### src/shared/acs_map.vh
// register map, field positions and timing constants for the conversion scheduler
`ifndef ACS_MAP_VH
`define ACS_MAP_VH
`define ACS_ADDR_MODE        8'h07
`define ACS_ADDR_MASK        8'h08
`define ACS_ADDR_FINE        8'h09
`define ACS_ADDR_RESULT_BASE 8'h20
`define ACS_ADDR_RESULT_LAST 8'h27
`define ACS_RESET_MODE       1'b0
`define ACS_RESET_MASK       8'h00
`define ACS_RESET_FINE       3'h0
`define ACS_BIT_MODE         0
`define ACS_BIT_TEMP         7
`define ACS_NCHAN            8
`define ACS_CHAN_LAST        3'h7
`define ACS_IDLE_MS          728
`define ACS_CLK_MHZ          100
`define ACS_CYC_PER_MS       (`ACS_CLK_MHZ * 1000)
`define ACS_IDLE_CYCLES      (`ACS_IDLE_MS * `ACS_CYC_PER_MS)
// fine rate periods in microseconds, codes 1..7
`define ACS_FINE_US_1        1200
`define ACS_FINE_US_2        4800
`define ACS_FINE_US_3        9600
`define ACS_FINE_US_4        38000
`define ACS_FINE_US_5        77000
`define ACS_FINE_US_6        154000
`define ACS_FINE_US_7        614000
`define ACS_CLK_PER_US       `ACS_CLK_MHZ
`define ACS_CNT_W            27
`endif

### src/hdl/acs_result_mem.v
// eight-entry result store with registered read port
`timescale 1ns/1ps
module acs_result_mem (
   input  wire        clk_in,
   input  wire        nrst_in,
   input  wire        wr_en_in,
   input  wire [2:0]  wr_addr_in,
   input  wire [9:0]  wr_data_in,
   input  wire [2:0]  rd_addr_in,
   output reg  [9:0]  rd_data_out
);
   reg [9:0] mem_q [0:7];
   integer i;

   // write port and registered read
   always @(posedge clk_in) begin
      if (!nrst_in) begin
         for (i = 0; i < 8; i = i + 1) begin
            mem_q[i] <= 10'h000;
         end
         rd_data_out <= 10'h000;
      end else begin
         if (wr_en_in) begin
            mem_q[wr_addr_in] <= wr_data_in;
         end
         rd_data_out <= mem_q[rd_addr_in];
      end
   end
endmodule // acs_result_mem

### src/hdl/acs_scheduler.v
// conversion scheduler: mode and channel mask registers, pass timing, channel sequencer
`timescale 1ns/1ps
`include "acs_map.vh"
module acs_scheduler (
   input  wire        clk_in,
   input  wire        nrst_in,
   input  wire        reg_wr_in,
   input  wire        reg_rd_in,
   input  wire [7:0]  reg_addr_in,
   input  wire [7:0]  reg_wdata_in,
   output reg  [7:0]  reg_rdata_out,
   output wire        conv_start_out,
   output reg  [2:0]  conv_chan_out,
   input  wire        conv_done_in,
   input  wire [9:0]  conv_data_in,
   input  wire [7:0]  limit_fault_in,
   output wire        alert_out,
   output wire        busy_out
);
   // pass states
   localparam [1:0] ST_IDLE = 2'b00;
   localparam [1:0] ST_PICK = 2'b01;
   localparam [1:0] ST_CONV = 2'b10;

   // intervals in clock cycles; the products are 32 bits and all fit the timer width
   localparam [31:0] IDLE_FULL   = `ACS_IDLE_CYCLES;
   localparam [31:0] FINE_FULL_1 = `ACS_FINE_US_1 * `ACS_CLK_PER_US;
   localparam [31:0] FINE_FULL_2 = `ACS_FINE_US_2 * `ACS_CLK_PER_US;
   localparam [31:0] FINE_FULL_3 = `ACS_FINE_US_3 * `ACS_CLK_PER_US;
   localparam [31:0] FINE_FULL_4 = `ACS_FINE_US_4 * `ACS_CLK_PER_US;
   localparam [31:0] FINE_FULL_5 = `ACS_FINE_US_5 * `ACS_CLK_PER_US;
   localparam [31:0] FINE_FULL_6 = `ACS_FINE_US_6 * `ACS_CLK_PER_US;
   localparam [31:0] FINE_FULL_7 = `ACS_FINE_US_7 * `ACS_CLK_PER_US;
   localparam [`ACS_CNT_W-1:0] IDLE_CNT = IDLE_FULL[`ACS_CNT_W-1:0];

   reg                  mode_q;
   reg [7:0]            mask_q;
   reg [2:0]            fine_q;
   reg [1:0]            state_q;
   reg [1:0]            state_d;
   reg [`ACS_CNT_W-1:0] wait_q;
   reg [`ACS_CNT_W-1:0] period;
   reg [2:0]            chan_q;
   reg                  rd_res_q;
   reg                  rd_dis_q;
   reg [7:0]            dir_q;
   wire [9:0]           mem_rdata;
   wire                 any_en;
   wire                 timer_hit;
   wire                 wr_res;

   // idle period select, fine setting first
   always @* begin
      case (fine_q)
         3'h1: period = FINE_FULL_1[`ACS_CNT_W-1:0];
         3'h2: period = FINE_FULL_2[`ACS_CNT_W-1:0];
         3'h3: period = FINE_FULL_3[`ACS_CNT_W-1:0];
         3'h4: period = FINE_FULL_4[`ACS_CNT_W-1:0];
         3'h5: period = FINE_FULL_5[`ACS_CNT_W-1:0];
         3'h6: period = FINE_FULL_6[`ACS_CNT_W-1:0];
         3'h7: period = FINE_FULL_7[`ACS_CNT_W-1:0];
         default: period = IDLE_CNT;
      endcase
   end

   // all channels masked: the loop stays idle
   assign any_en    = ~&mask_q;
   assign timer_hit = (wait_q == {`ACS_CNT_W{1'b0}});

   // register writes; reserved bits of mode ignored
   always @(posedge clk_in) begin
      if (!nrst_in) begin
         mode_q <= `ACS_RESET_MODE;
         mask_q <= `ACS_RESET_MASK;
         fine_q <= `ACS_RESET_FINE;
      end else if (reg_wr_in) begin
         if (reg_addr_in == `ACS_ADDR_MODE) begin
            mode_q <= reg_wdata_in[`ACS_BIT_MODE];
         end
         if (reg_addr_in == `ACS_ADDR_MASK) begin
            mask_q <= reg_wdata_in;
         end
         if (reg_addr_in == `ACS_ADDR_FINE) begin
            fine_q <= reg_wdata_in[2:0];
         end
      end
   end

   // pass sequencer next state
   always @* begin
      state_d = state_q;
      case (state_q)
         ST_IDLE: begin
            if (timer_hit && any_en) begin
               state_d = ST_PICK;
            end
         end
         ST_PICK: begin
            if (mask_q[chan_q]) begin
               state_d = (chan_q == `ACS_CHAN_LAST) ? ST_IDLE : ST_PICK;
            end else begin
               state_d = ST_CONV;
            end
         end
         ST_CONV: begin
            // any latency is accepted, the done pulse ends the slot
            if (conv_done_in) begin
               state_d = (chan_q == `ACS_CHAN_LAST) ? ST_IDLE : ST_PICK;
            end
         end
         default: state_d = ST_IDLE;
      endcase
   end

   // state, channel pointer, interval timer
   always @(posedge clk_in) begin
      if (!nrst_in) begin
         state_q <= ST_IDLE;
         chan_q  <= 3'h0;
         wait_q  <= {`ACS_CNT_W{1'b0}};
      end else begin
         state_q <= state_d;
         if ((state_q == ST_PICK && mask_q[chan_q]) ||
             (state_q == ST_CONV && conv_done_in)) begin
            chan_q <= chan_q + 3'h1;
         end
         // a new rate applies from the end of a pass, never mid-interval
         if (state_q == ST_IDLE) begin
            if (!timer_hit) begin
               wait_q <= wait_q - {{(`ACS_CNT_W-1){1'b0}}, 1'b1};
            end
         end else if (state_d == ST_IDLE) begin
            // fine rate wins over mode bit
            if (fine_q != 3'h0) begin
               wait_q <= period;
            end else if (mode_q) begin
               wait_q <= {`ACS_CNT_W{1'b0}};
            end else begin
               wait_q <= IDLE_CNT;
            end
         end
      end
   end

   // start pulse held one cycle on entry to conversion
   assign conv_start_out = (state_q == ST_PICK) && !mask_q[chan_q];
   assign busy_out       = (state_q != ST_IDLE);

   // channel id registered for the converter
   always @(posedge clk_in) begin
      if (!nrst_in) begin
         conv_chan_out <= 3'h0;
      end else if (conv_start_out) begin
         conv_chan_out <= chan_q;
      end
   end

   assign wr_res = (state_q == ST_CONV) && conv_done_in && !mask_q[chan_q];

   acs_result_mem u_mem (
      .clk_in      (clk_in),
      .nrst_in     (nrst_in),
      .wr_en_in    (wr_res),
      .wr_addr_in  (chan_q),
      .wr_data_in  (conv_data_in),
      .rd_addr_in  (reg_addr_in[2:0]),
      .rd_data_out (mem_rdata)
   );

   // read side captured alongside the memory read
   always @(posedge clk_in) begin
      if (!nrst_in) begin
         rd_res_q <= 1'b0;
         rd_dis_q <= 1'b0;
         dir_q    <= 8'h00;
      end else begin
         rd_res_q <= reg_rd_in && (reg_addr_in >= `ACS_ADDR_RESULT_BASE) &&
                     (reg_addr_in <= `ACS_ADDR_RESULT_LAST);
         rd_dis_q <= mask_q[reg_addr_in[2:0]];
         if (reg_rd_in) begin
            case (reg_addr_in)
               `ACS_ADDR_MODE: dir_q <= {7'h00, mode_q};
               `ACS_ADDR_MASK: dir_q <= mask_q;
               `ACS_ADDR_FINE: dir_q <= {5'h00, fine_q};
               default:        dir_q <= 8'h00;
            endcase
         end else begin
            dir_q <= 8'h00;
         end
      end
   end

   // read data mux; results give top eight bits of ten
   always @* begin
      if (rd_res_q) begin
         reg_rdata_out = rd_dis_q ? 8'h00 : mem_rdata[9:2];
      end else begin
         reg_rdata_out = dir_q;
      end
   end

   // mask limit faults of disabled channels
   assign alert_out = |(limit_fault_in & ~mask_q);
endmodule // acs_scheduler

### config.mk
export PLATFORM = sky130hd
export DESIGN_NAME = acs_scheduler
export DESIGN_NICKNAME = d
export VERILOG_FILES = /design/src/hdl/acs_result_mem.v /design/src/hdl/acs_scheduler.v
export VERILOG_INCLUDE_DIRS = /design/src /design/src/shared
export SDC_FILE = /design/constraint.sdc
export NUM_CORES = 1
export LEC_CHECK = 0
export BUFFER_PORTS_ARGS = -buffer_cell sky130_fd_sc_hd__buf_4
export CAP_MARGIN = 20
export CORE_MARGIN = 2
export CORE_UTILIZATION = 54
export DETAILED_ROUTE_END_ITERATION = 6
export GPL_TIMING_DRIVEN = 1
export PLACE_DENSITY = 0.83
export SETUP_SLACK_MARGIN = 0.3
export SLEW_MARGIN = 0
export SYNTH_ARGS = -nofsm -noshare
export SYNTH_HDL_FRONTEND = slang
export SYNTH_SLANG_ARGS = --single-unit
### constraint.sdc
create_clock -name clk_in -period 2.7 [get_ports clk_in]
set_input_delay 0.135 -clock clk_in [delete_from_list [all_inputs] [get_ports clk_in]]
set_output_delay 0.135 -clock clk_in [all_outputs]
set_load 0.02 [all_outputs]
# ---- Word level (Yosys, flattened, before mapping)
# Memory sizes are Yosys's and may differ from the RTL's. A register that Yosys moved wholly into a read port is not among the register bits.
# Cells that the tools add are included.
dict set report word_totals {
  reg_bits 57
  in_bits 39
  ram_bits 80
  n_memories 1
}
# memory depth width rd rd_ports_with_merged_regs wr line_no
set mem_list {}
lappend mem_list {u_mem.mem_q 8 10 1 1 8 acs_result_mem.v:12} ;# reg [9:0] mem_q [0:7];
dict set report classes {
  n_eq_ne 14
  bitwise 2
  mux 25
  n_lt_le_gt_ge 4
  addsub 2
  n_reduce_logical 25
}
# cell n
set op_table {}
lappend op_table {{$pmux 27 s7} 1}
lappend op_table {{$mux 27} 5}
lappend op_table {{$logic_not 27->1} 1}
lappend op_table {{$sub 27x1->27 const B} 1}
lappend op_table {{$pmux 8 s3} 1}
lappend op_table {{$eq 8x4->1 const B} 2}
lappend op_table {{$mux 8} 2}
lappend op_table {{$eq 3x3->1 const B} 5}
lappend op_table {{$mux 10} 1}
lappend op_table {{$reduce_and 2->1} 5}
lappend op_table {{$reduce_or 10->1} 1}
lappend op_table {{$and 8x8->8} 1}
lappend op_table {{$eq 8x3->1 const B} 1}
lappend op_table {{$ge 8x6->1 const B} 1}
lappend op_table {{$le 8x6->1 const B} 1}
lappend op_table {{$lt 3x4->1 const B} 2}
lappend op_table {{$mux 1} 8}
lappend op_table {{$not 8->8} 1}
lappend op_table {{$reduce_and 8->1} 1}
lappend op_table {{$reduce_or 8->1} 1}
lappend op_table {{$logic_and 1x1->1} 7}
lappend op_table {{$bmux 1 s3} 2}
lappend op_table {{$eq 3x2->1 const B} 2}
lappend op_table {{$mux 2} 3}
lappend op_table {{other kinds (12)} 16}

# ---- Depth between registers and ports, before layout
# Gate-level depths: netlist of the first run.
dict set report logic_depth {
  depth_word 9
  ltp_mapped 9
  mapped_depth_nobuf 8
}

# ---- Modules after synthesis
# A second synthesis of the first run with hierarchy kept.
dict set report unflattened {
  hier_cells 681
  area_unflattened_um2 7309.5
}
# module instances cells_each area_per_inst_um2
set by_module_without_submodules {}
lappend by_module_without_submodules {acs_result_mem 1 240 3880.0}
lappend by_module_without_submodules {acs_scheduler 1 441 3429.5}

# ---- Worst setup path before layout of the first run
# Ideal clock, no wire load.
dict set report synth_path {
  kind {register to register}
  from {register chan_q[0]}
  to {memory u_mem.mem_q[2][2], enable pin}
  stages_incl_launch_ff 7
  t_arrival_ps 2284
  period_less_slack_ps 2668
  slack_ps 32
  path_cell_list {dfxtp_1 -> clkbuf_1 -> nor4bb_1 -> a41o_1 -> nor4_1 -> nand3_1 -> o21ai_0}
}
# element line_no
set synth_rtl {}
lappend synth_rtl {{start, declared} acs_scheduler.v:43} ;# reg [2:0] chan_q;
lappend synth_rtl {{start signal, assigned} acs_scheduler.v:125} ;# chan_q <= chan_q + 3'h1;
lappend synth_rtl {{end, declared} acs_result_mem.v:12}

# ---- Final worst setup path of the first run
dict set report layout_path {
  from {register wait_q[9]}
  to {register wait_q[10]}
}
dict set report layout_between {
  elab_chain_len 7
  elab_cells_between_ends 11
  classes_between {1 x add/sub; 1 x eq/ne; 4 x mux; 5 x reduce/logical}
}
# element line_no
set layout_lines {}
lappend layout_lines {{start, declared} acs_scheduler.v:41} ;# reg [`ACS_CNT_W-1:0] wait_q;
lappend layout_lines {{start signal, assigned} acs_scheduler.v:120} ;# wait_q <= {`ACS_CNT_W{1'b0}};
lappend layout_lines {{start signal, assigned} acs_scheduler.v:130} ;# wait_q <= wait_q - {{(`ACS_CNT_W-1){1'b0}}, 1'b1};
lappend layout_lines {{start signal, assigned} acs_scheduler.v:135} ;# wait_q <= period;
lappend layout_lines {{branches (longest 7 deep; another with $sub 27x1->27)} -}
# Several ways; the timed one is not identified. The select of a mux whose other input is x is not followed.
# A chain may end at the register's enable or synchronous reset.

==> impl_metrics.yaml, run 1 <==
synth:
  synthesis.nets: 674
  async_flop_share_pct: 0
  yosys.area.top_type_share_pct: 29.4
  synth_edf_count: 64
  synth_area_um2: 6530
  synthFlopType: "dfxtp_1"
  synth.area.top_cells: "edfxtp_1 29%, dfxtp_1 20%, and2_1 6.7%"
  synth_top_cell_by_area: "edfxtp_1"
  avgSynthCellArea_um2: 10.3
  synth-seq-cells: 129
  syn_inst: 632
  ys_warn_count: 0
  synth_seq_area_share_pct: 49.4
  synth_cell_type_count: 74
finish:
  num-fill-cells: 863
  nNetsFinal: 767
  drive_gt1_share_pct: 27.0
  fin_util_pct: 68.2
  antenna_cells: 0
  multiInputGateArea_um2: 3220
  area_growth_pct: 24.3
  regArea_um2: 3230
  final_cell_mix: "92 x buf_4, 74 x nor2_1, 71 x and2_1, 64 x edfxtp_1, 58 x dfxtp_1"
  layout_commonest_cell: "buf_4"
status:
  status: "finished, final reports clean"
routing:
  maxUsedRoutingLayer: "met4"
  drt_wl_total_um: 16800
  first_pass_iters: 5
  drt_iter0_markers: 650
  drc: 0
  via_count: 5373
  wl_per_cell_um: 19.0
  wl_met2_um: 8430
  final_antenna_net_count: 0
  post_drt_via_cell_ratio: 6.08
  wl_met1_um: 6720
  wl_met3_um: 1250
timing:
  slew_headroom_pct: 51.9
  fin_hold_ws_ps: 34.6
  rsz0062_at_grt: "yes"
  drv_slew: 0
  fmax_ghz: 0.399
  setup_violations: 0
  tightestPinTransition_ps: 712
  period_share_pct: 92.9
  final.setup_skew_ps: 12.4
  hold_viol_final: 0
  setup_tns_ps: 0
  final.min_clock_period_ps: 2510
clock_network:
  cts.htree.levels: 4
  cts_sinks: 129
  cts_buffers: 17
  ctsLongestPathBuffers: 2
  cts_tree: "done"
  clkTransAtPathRegs_ps: 60
  clock_latency_ps: 430
  ctsRootBufferMaster: "clkbuf_16"
floorplanning:
  initial_core_util_pct: 54.8
  die_h_um: 114
  coreArea_um2: 11900
  rows: 40
  die_w_um: 114
  num_io_pins: 53
  dieArea_um2: 13000
worst_setup_path:
  crit_top_cell: "or4_4"
  crit_family: "simple AND/OR/NAND/NOR gates"
  path_buf_inv: 2
  cp-start-kind: "register"
  crit_chain: "or4_4 > or4_4 > o31ai_4 > buf_6 > nand3_4 > buf_12 > a2111oi_4"
  worstSetupEndpointType: "register"
  timing.rr.start: "wait_q[9]"
  arrival_ps: 2830
  slowest_stage: "or4_4"
  max_stage_delay_ps: 550
  required_ps: 3020
  crit_path_start: "wait_q[9]"
  crit_path_max_fanout: 18
  critPathKind: "reg -> reg"
flow_run:
  drv_cap: 0
hold_path:
  min_from: "conv_done_in"
  min_path_type: "in -> reg"
power_and_ir_drop:
  intPower_uw: 4500
  ir_drop_v: 0.000560
  seqPwrFrac_pct: 34.8
  p_leak_uw: 0.00319
  sw_frac_of_total_pct: 34.4
  power_frac_comb_pct: 35.1
  p_sw_uw: 2360
  clkPwrFrac_pct: 30.1
  p_per_area_nw_per_um2: 845
place:
  port_buffers: 50
  post-dp-hpwl_um: 10900
  place.gp.congestion: 0.894
global_route:
  overflow: 0
  grt_pass1_wl_um: 26300
  grt_use_total_pct: 26.5
  grt_pass1_vias: 5384
  antenna_found_initial: 0
  grt_max_degree: 48
## path summary, 6_finish.rpt
kind / end / slack, ps / depth (start not counted)
worst min-delay path: state_q[1] / 30 / 4
worst max register to register: wait_q[10] / 190 / 7
worst max-delay path: wait_q[10] / 190 / 7
worst min register to register: wait_q[20] / 470 / 1
## cell type report
| type | count | share of cell area, % |
|---|---|---|
| flip-flops and latches | 129 | 39.8 |
| inverters | 25 | 1.16 |
| clock inverters | 14 | 1.36 |
| clock buffers | 17 | 5.24 |
| repair buffers | 106 | 10.4 |
| multi-input cells | 446 | 39.7 |
| well taps | 147 | 2.27 |
## tightest hold or removal path, delay by kind of cell
| kind | cells | cell delay (ps) |
|---|---|---|
| buf+inv | 1 | 110 |
| simple gates | 3 | 170 |
## state kept, by name (all words and copies together) (netlist names)
register           flops
u_mem.mem_q           64
wait_q                27
dir_q                  8
mask_q                 8
u_mem.rd_data_out      8
chan_q                 3
conv_chan_out          3
fine_q                 3
state_q                2
mode_q                 1
rd_dis_q               1
rd_res_q               1
## what timing repair did
item / 4_1_cts / 5_1_grt
hold endpoints to repair: 14 / 0
resized for setup: 12 / 15
endpoints found under the setup margin: 64 / 36
hold buffers: 11 / 0
buffers inserted: 6 / 5
pin swaps: 6 / 6
cloned: 3 / 0
## power groups by stage
stage | clock network [uW] | registers (uW) | logic (uW)
2_1_floorplan | 0 | 2370 | 1530
3_3_place_gp | 0 | 2410 | 1900
3_5_place_dp | 0 | 2420 | 1970
4_1_cts | 2090 | 2380 | 2220
5_1_grt | 2180 | 2410 | 2570
6_report | 2060 | 2390 | 2400
## logic make-up (layout without fill, tap and decap cells)
| logic type | count (synthesis) | after routing | synth area share, % |
|---|---|---|---|
| AO/OA/AOI/OAI | 110 | 110 | 11.7 |
| XOR/XNOR | 5 | 5 | 0.671 |
| adder cells (fa/ha/maj) | 3 | 3 | 0.575 |
| buffers and inverters | 60 | 162 | 3.83 |
| flip-flops | 129 | 129 | 49.4 |
| multiplexers | 51 | 51 | 11.3 |
| AND/OR/NAND/NOR | 274 | 277 | 22.5 |
## per-layer routing
metal / track usage, % / vias to the layer above
met5: 0 / -
met4: 10.8 / 0
met3: 7.49 / 37
met2: 44.5 / 260
met1: 32.2 / 2575
li1: - / 2501
## through the flow
stage	power, uW	instance area, um2	std cells	setup WS [ps]
after floorplan	3900	6610	632	134
after global placement	4310	7260	828	127
after detailed placement	4390	7260	828	73.9
after CTS	6690	8040	879	246
after global routing	7160	8120	884	152
final	6860	8120	884	192
## synth_stat cells (3+ instances only)
library cell and number:
nor2_1 77, and2_1 70, dfxtp_1 65, edfxtp_1 64, nand2_1 32, mux2i_1 31
clkbuf_1 27, o21ai_0 27, inv_1 24, a21oi_1 21, nand3_1 20, mux4_2 18
nor3_1 14, nor4_1 9, o22ai_1 9, nand2b_1 8, nand4_1 7, nor3b_1 6
or3_1 6, a211oi_1 4, o21a_1 4, o21ai_1 4, or2_2 4, or4_1 4
xnor2_1 4, buf_1 3, buf_6 3, ha_1 3, nor3_2 3, o211ai_1 3
o32ai_1 3
Power figures use the tool's default switching activity.
==> run 2: changes to the inputs <==
- PLACE_DENSITY: 0.83 -> 0.78
- RECOVER_POWER: default -> 100
- SKIP_LAST_GASP: default -> 1
==> run 2 against run 1 <==
  * Critical path depth unchanged
  * Worst hold slack worse by 7.5 ps
  * Power up 5.0%
  * Flip-flop and latch count unchanged
  * Combinational power grew 4%
  * Clock-buffer cell count is 3 higher
  * Setup slack lost 110 ps
==> impl_metrics.yaml, run 2 (synthesis gave the netlist of run 1 again) <==
routing:
  drt_wl_total_um: 16900
  drt_iter0_markers: 496
  wl_per_cell_um: 19.2
  first_pass_iters: 7
  drc: 0
  final_antenna_net_count: 0
  post_drt_via_cell_ratio: 6.07
  via_count: 5347
timing:
  fmax_ghz: 0.382
  layout_setup_ws_ps: 84.8
  setup_violations: 0
  final.min_clock_period_ps: 2620
  tightestPinTransition_ps: 908
  period_share_pct: 96.9
  final.setup_skew_ps: 6.77
  drv_slew: 0
  hold_viol_final: 0
  rsz0062_at_grt: "yes"
  slew_headroom_pct: 39.5
  setup_tns_ps: 0
global_route:
  grt_pass1_wl_um: 26200
  antenna_found_initial: 0
  grt_pass1_vias: 5255
  grt_max_degree: 48
  grt_use_total_pct: 26.4
  overflow: 0
finish:
  final_cell_mix: "71 x nor2_1, 64 x edfxtp_1, 58 x dfxtp_1, 55 x buf_4, 43 x and2_0"
  finalNonFillerCells: 881
  num-fill-cells: 872
  regArea_um2: 3230
  antenna_cells: 0
  nNetsFinal: 764
  drive_gt1_share_pct: 23.3
  largest-register: "u_mem.mem_q"
  area_growth_pct: 23.6
  reg_top3: "u_mem.mem_q (64), wait_q (27)"
  multiInputGateArea_um2: 3240
  largest_reg_flops: 64
  layout_commonest_cell: "nor2_1"
hold_path:
  min_path_type: "in -> reg"
  min_from: "conv_done_in"
power_and_ir_drop:
  ir_drop_v: 0.000482
  clkPwrFrac_pct: 32.1
  p_sw_uw: 2410
  sw_frac_of_total_pct: 33.4
  intPower_uw: 4800
  seqPwrFrac_pct: 33.4
  p_leak_uw: 0.00305
  power_frac_comb_pct: 34.5
  p_per_area_nw_per_um2: 893
worst_setup_path:
  worstSetupEndpointType: "register"
  crit_top_cell: "or4_4"
  slowest_stage: "or4_4"
  arrival_ps: 2940
  crit_path_max_fanout: 5
  worstRegToRegCells: 7
  timing.rr.start: "wait_q[11]"
  crit_path_start: "wait_q[11]"
  crit_path_end: "wait_q[5]"
  crit_family: "simple AND/OR/NAND/NOR gates"
  cp-start-kind: "register"
  required_ps: 3020
  crit_chain: "or4_4 > or4_4 > buf_6 > or3_4 > nand4bb_1 > o21ai_1 > a211oi_1"
  r2r_slack_ps: 80
  critPathKind: "reg -> reg"
  worst_r2r_endpoint: "wait_q[5]"
  cp.depth: 7
  max_stage_delay_ps: 610
  path_buf_inv: 1
clock_network:
  cts_buffers: 17
  cts_sinks: 129
  cts_tree: "done"
  clock_latency_ps: 420
  ctsRootBufferMaster: "clkbuf_16"
  cts.htree.levels: 4
  ctsLongestPathBuffers: 2
  clkTransAtPathRegs_ps: 60
floorplanning:
  num_io_pins: 53
  coreArea_um2: 11900
  die_h_um: 114
  rows: 40
  initial_core_util_pct: 54.8
  dieArea_um2: 13000
  die_w_um: 114
place:
  place.gp.congestion: 0.879
  dp_slack_ps: 86.7
  port_buffers: 50
  place_inst: 821
  post-dp-hpwl_um: 10700
flow_run:
  drv_cap: 0
status:
  status: "finished, final reports clean"
==> run 2: cell types whose count changed in the layout (fill, tap and decap cells not counted), sizes merged <==
cell / previous run / this run
bufinv: 0 / 3
clkbuf: 17 / 52
and3: 4 / 3
buf: 95 / 61
inv: 27 / 26
clkinv: 7 / 4
clkinvlp: 5 / 3
==> run 2: worst min path at each step <==
stage	end	slack [ps]	cells past startpoint
floorplan	rd_res_q	210	1
global placement	rd_res_q	320	2
detailed placement	rd_res_q	320	2
CTS	state_q[1]	20	4
global route	state_q[1]	50	4
finish	state_q[1]	30	4
==> run 2: repair_timing <==
| action | in CTS | in global routing |
|---|---|---|
| hold endpoints to repair | 14 | 0 |
| pin swaps | 4 | 13 |
| buffers inserted | 6 | 9 |
| cloned | 2 | 1 |
| hold buffers | 11 | 0 |
| gates resized for setup | 22 | 18 |
| endpoints found under the setup margin | 84 | 54 |
==> run 2: layer usage <==
layer  up-vias  GRT usage (%)  wire length [um]
met5         -              0                 0
met4         0           13.1               692
met3        68           5.63              1030
met2       230           44.1              8300
met1      2558           32.6              6870
li1       2491              -                 -
==> run 2: power groups by stage <==
stage,clock [uW],combinational [uW],sequential [uW]
2_1_floorplan,0,1530,2370
3_3_place_gp,0,1860,2410
3_5_place_dp,0,1920,2430
4_1_cts,2320,2170,2390
5_1_grt,2430,2640,2420
6_report,2310,2490,2400
==> run 2: area by class of cell <==
cell class / instances / share of cell area [%]
clock buffers: 20 / 5.41
clock inverters: 11 / 1.94
inverters: 25 / 1.16
multi-input cells: 445 / 40.1
flip-flops and latches: 129 / 40.0
well taps: 147 / 2.28
repair buffers: 104 / 9.02
==> run 2: per-stage QoR <==
stage	utilization [%]	cell area [um2]	total power [uW]	hold WS (ps)
detailed placement	60.5	7210	4350	317
CTS	67.7	8060	6880	18.5
global placement	60.5	7210	4270	321
global route	67.8	8070	7490	47.0
finish	67.8	8070	7200	27.1
floorplan	-	6610	3900	211
==> run 2: worst register-to-register path: stages, from the launching register on <==
cell	delay, ps
dfxtp_2	320
or4_4	540
or4_4	610
buf_6	160
or3_4	370
nand4bb_1	120
o21ai_1	90
a211oi_1	310
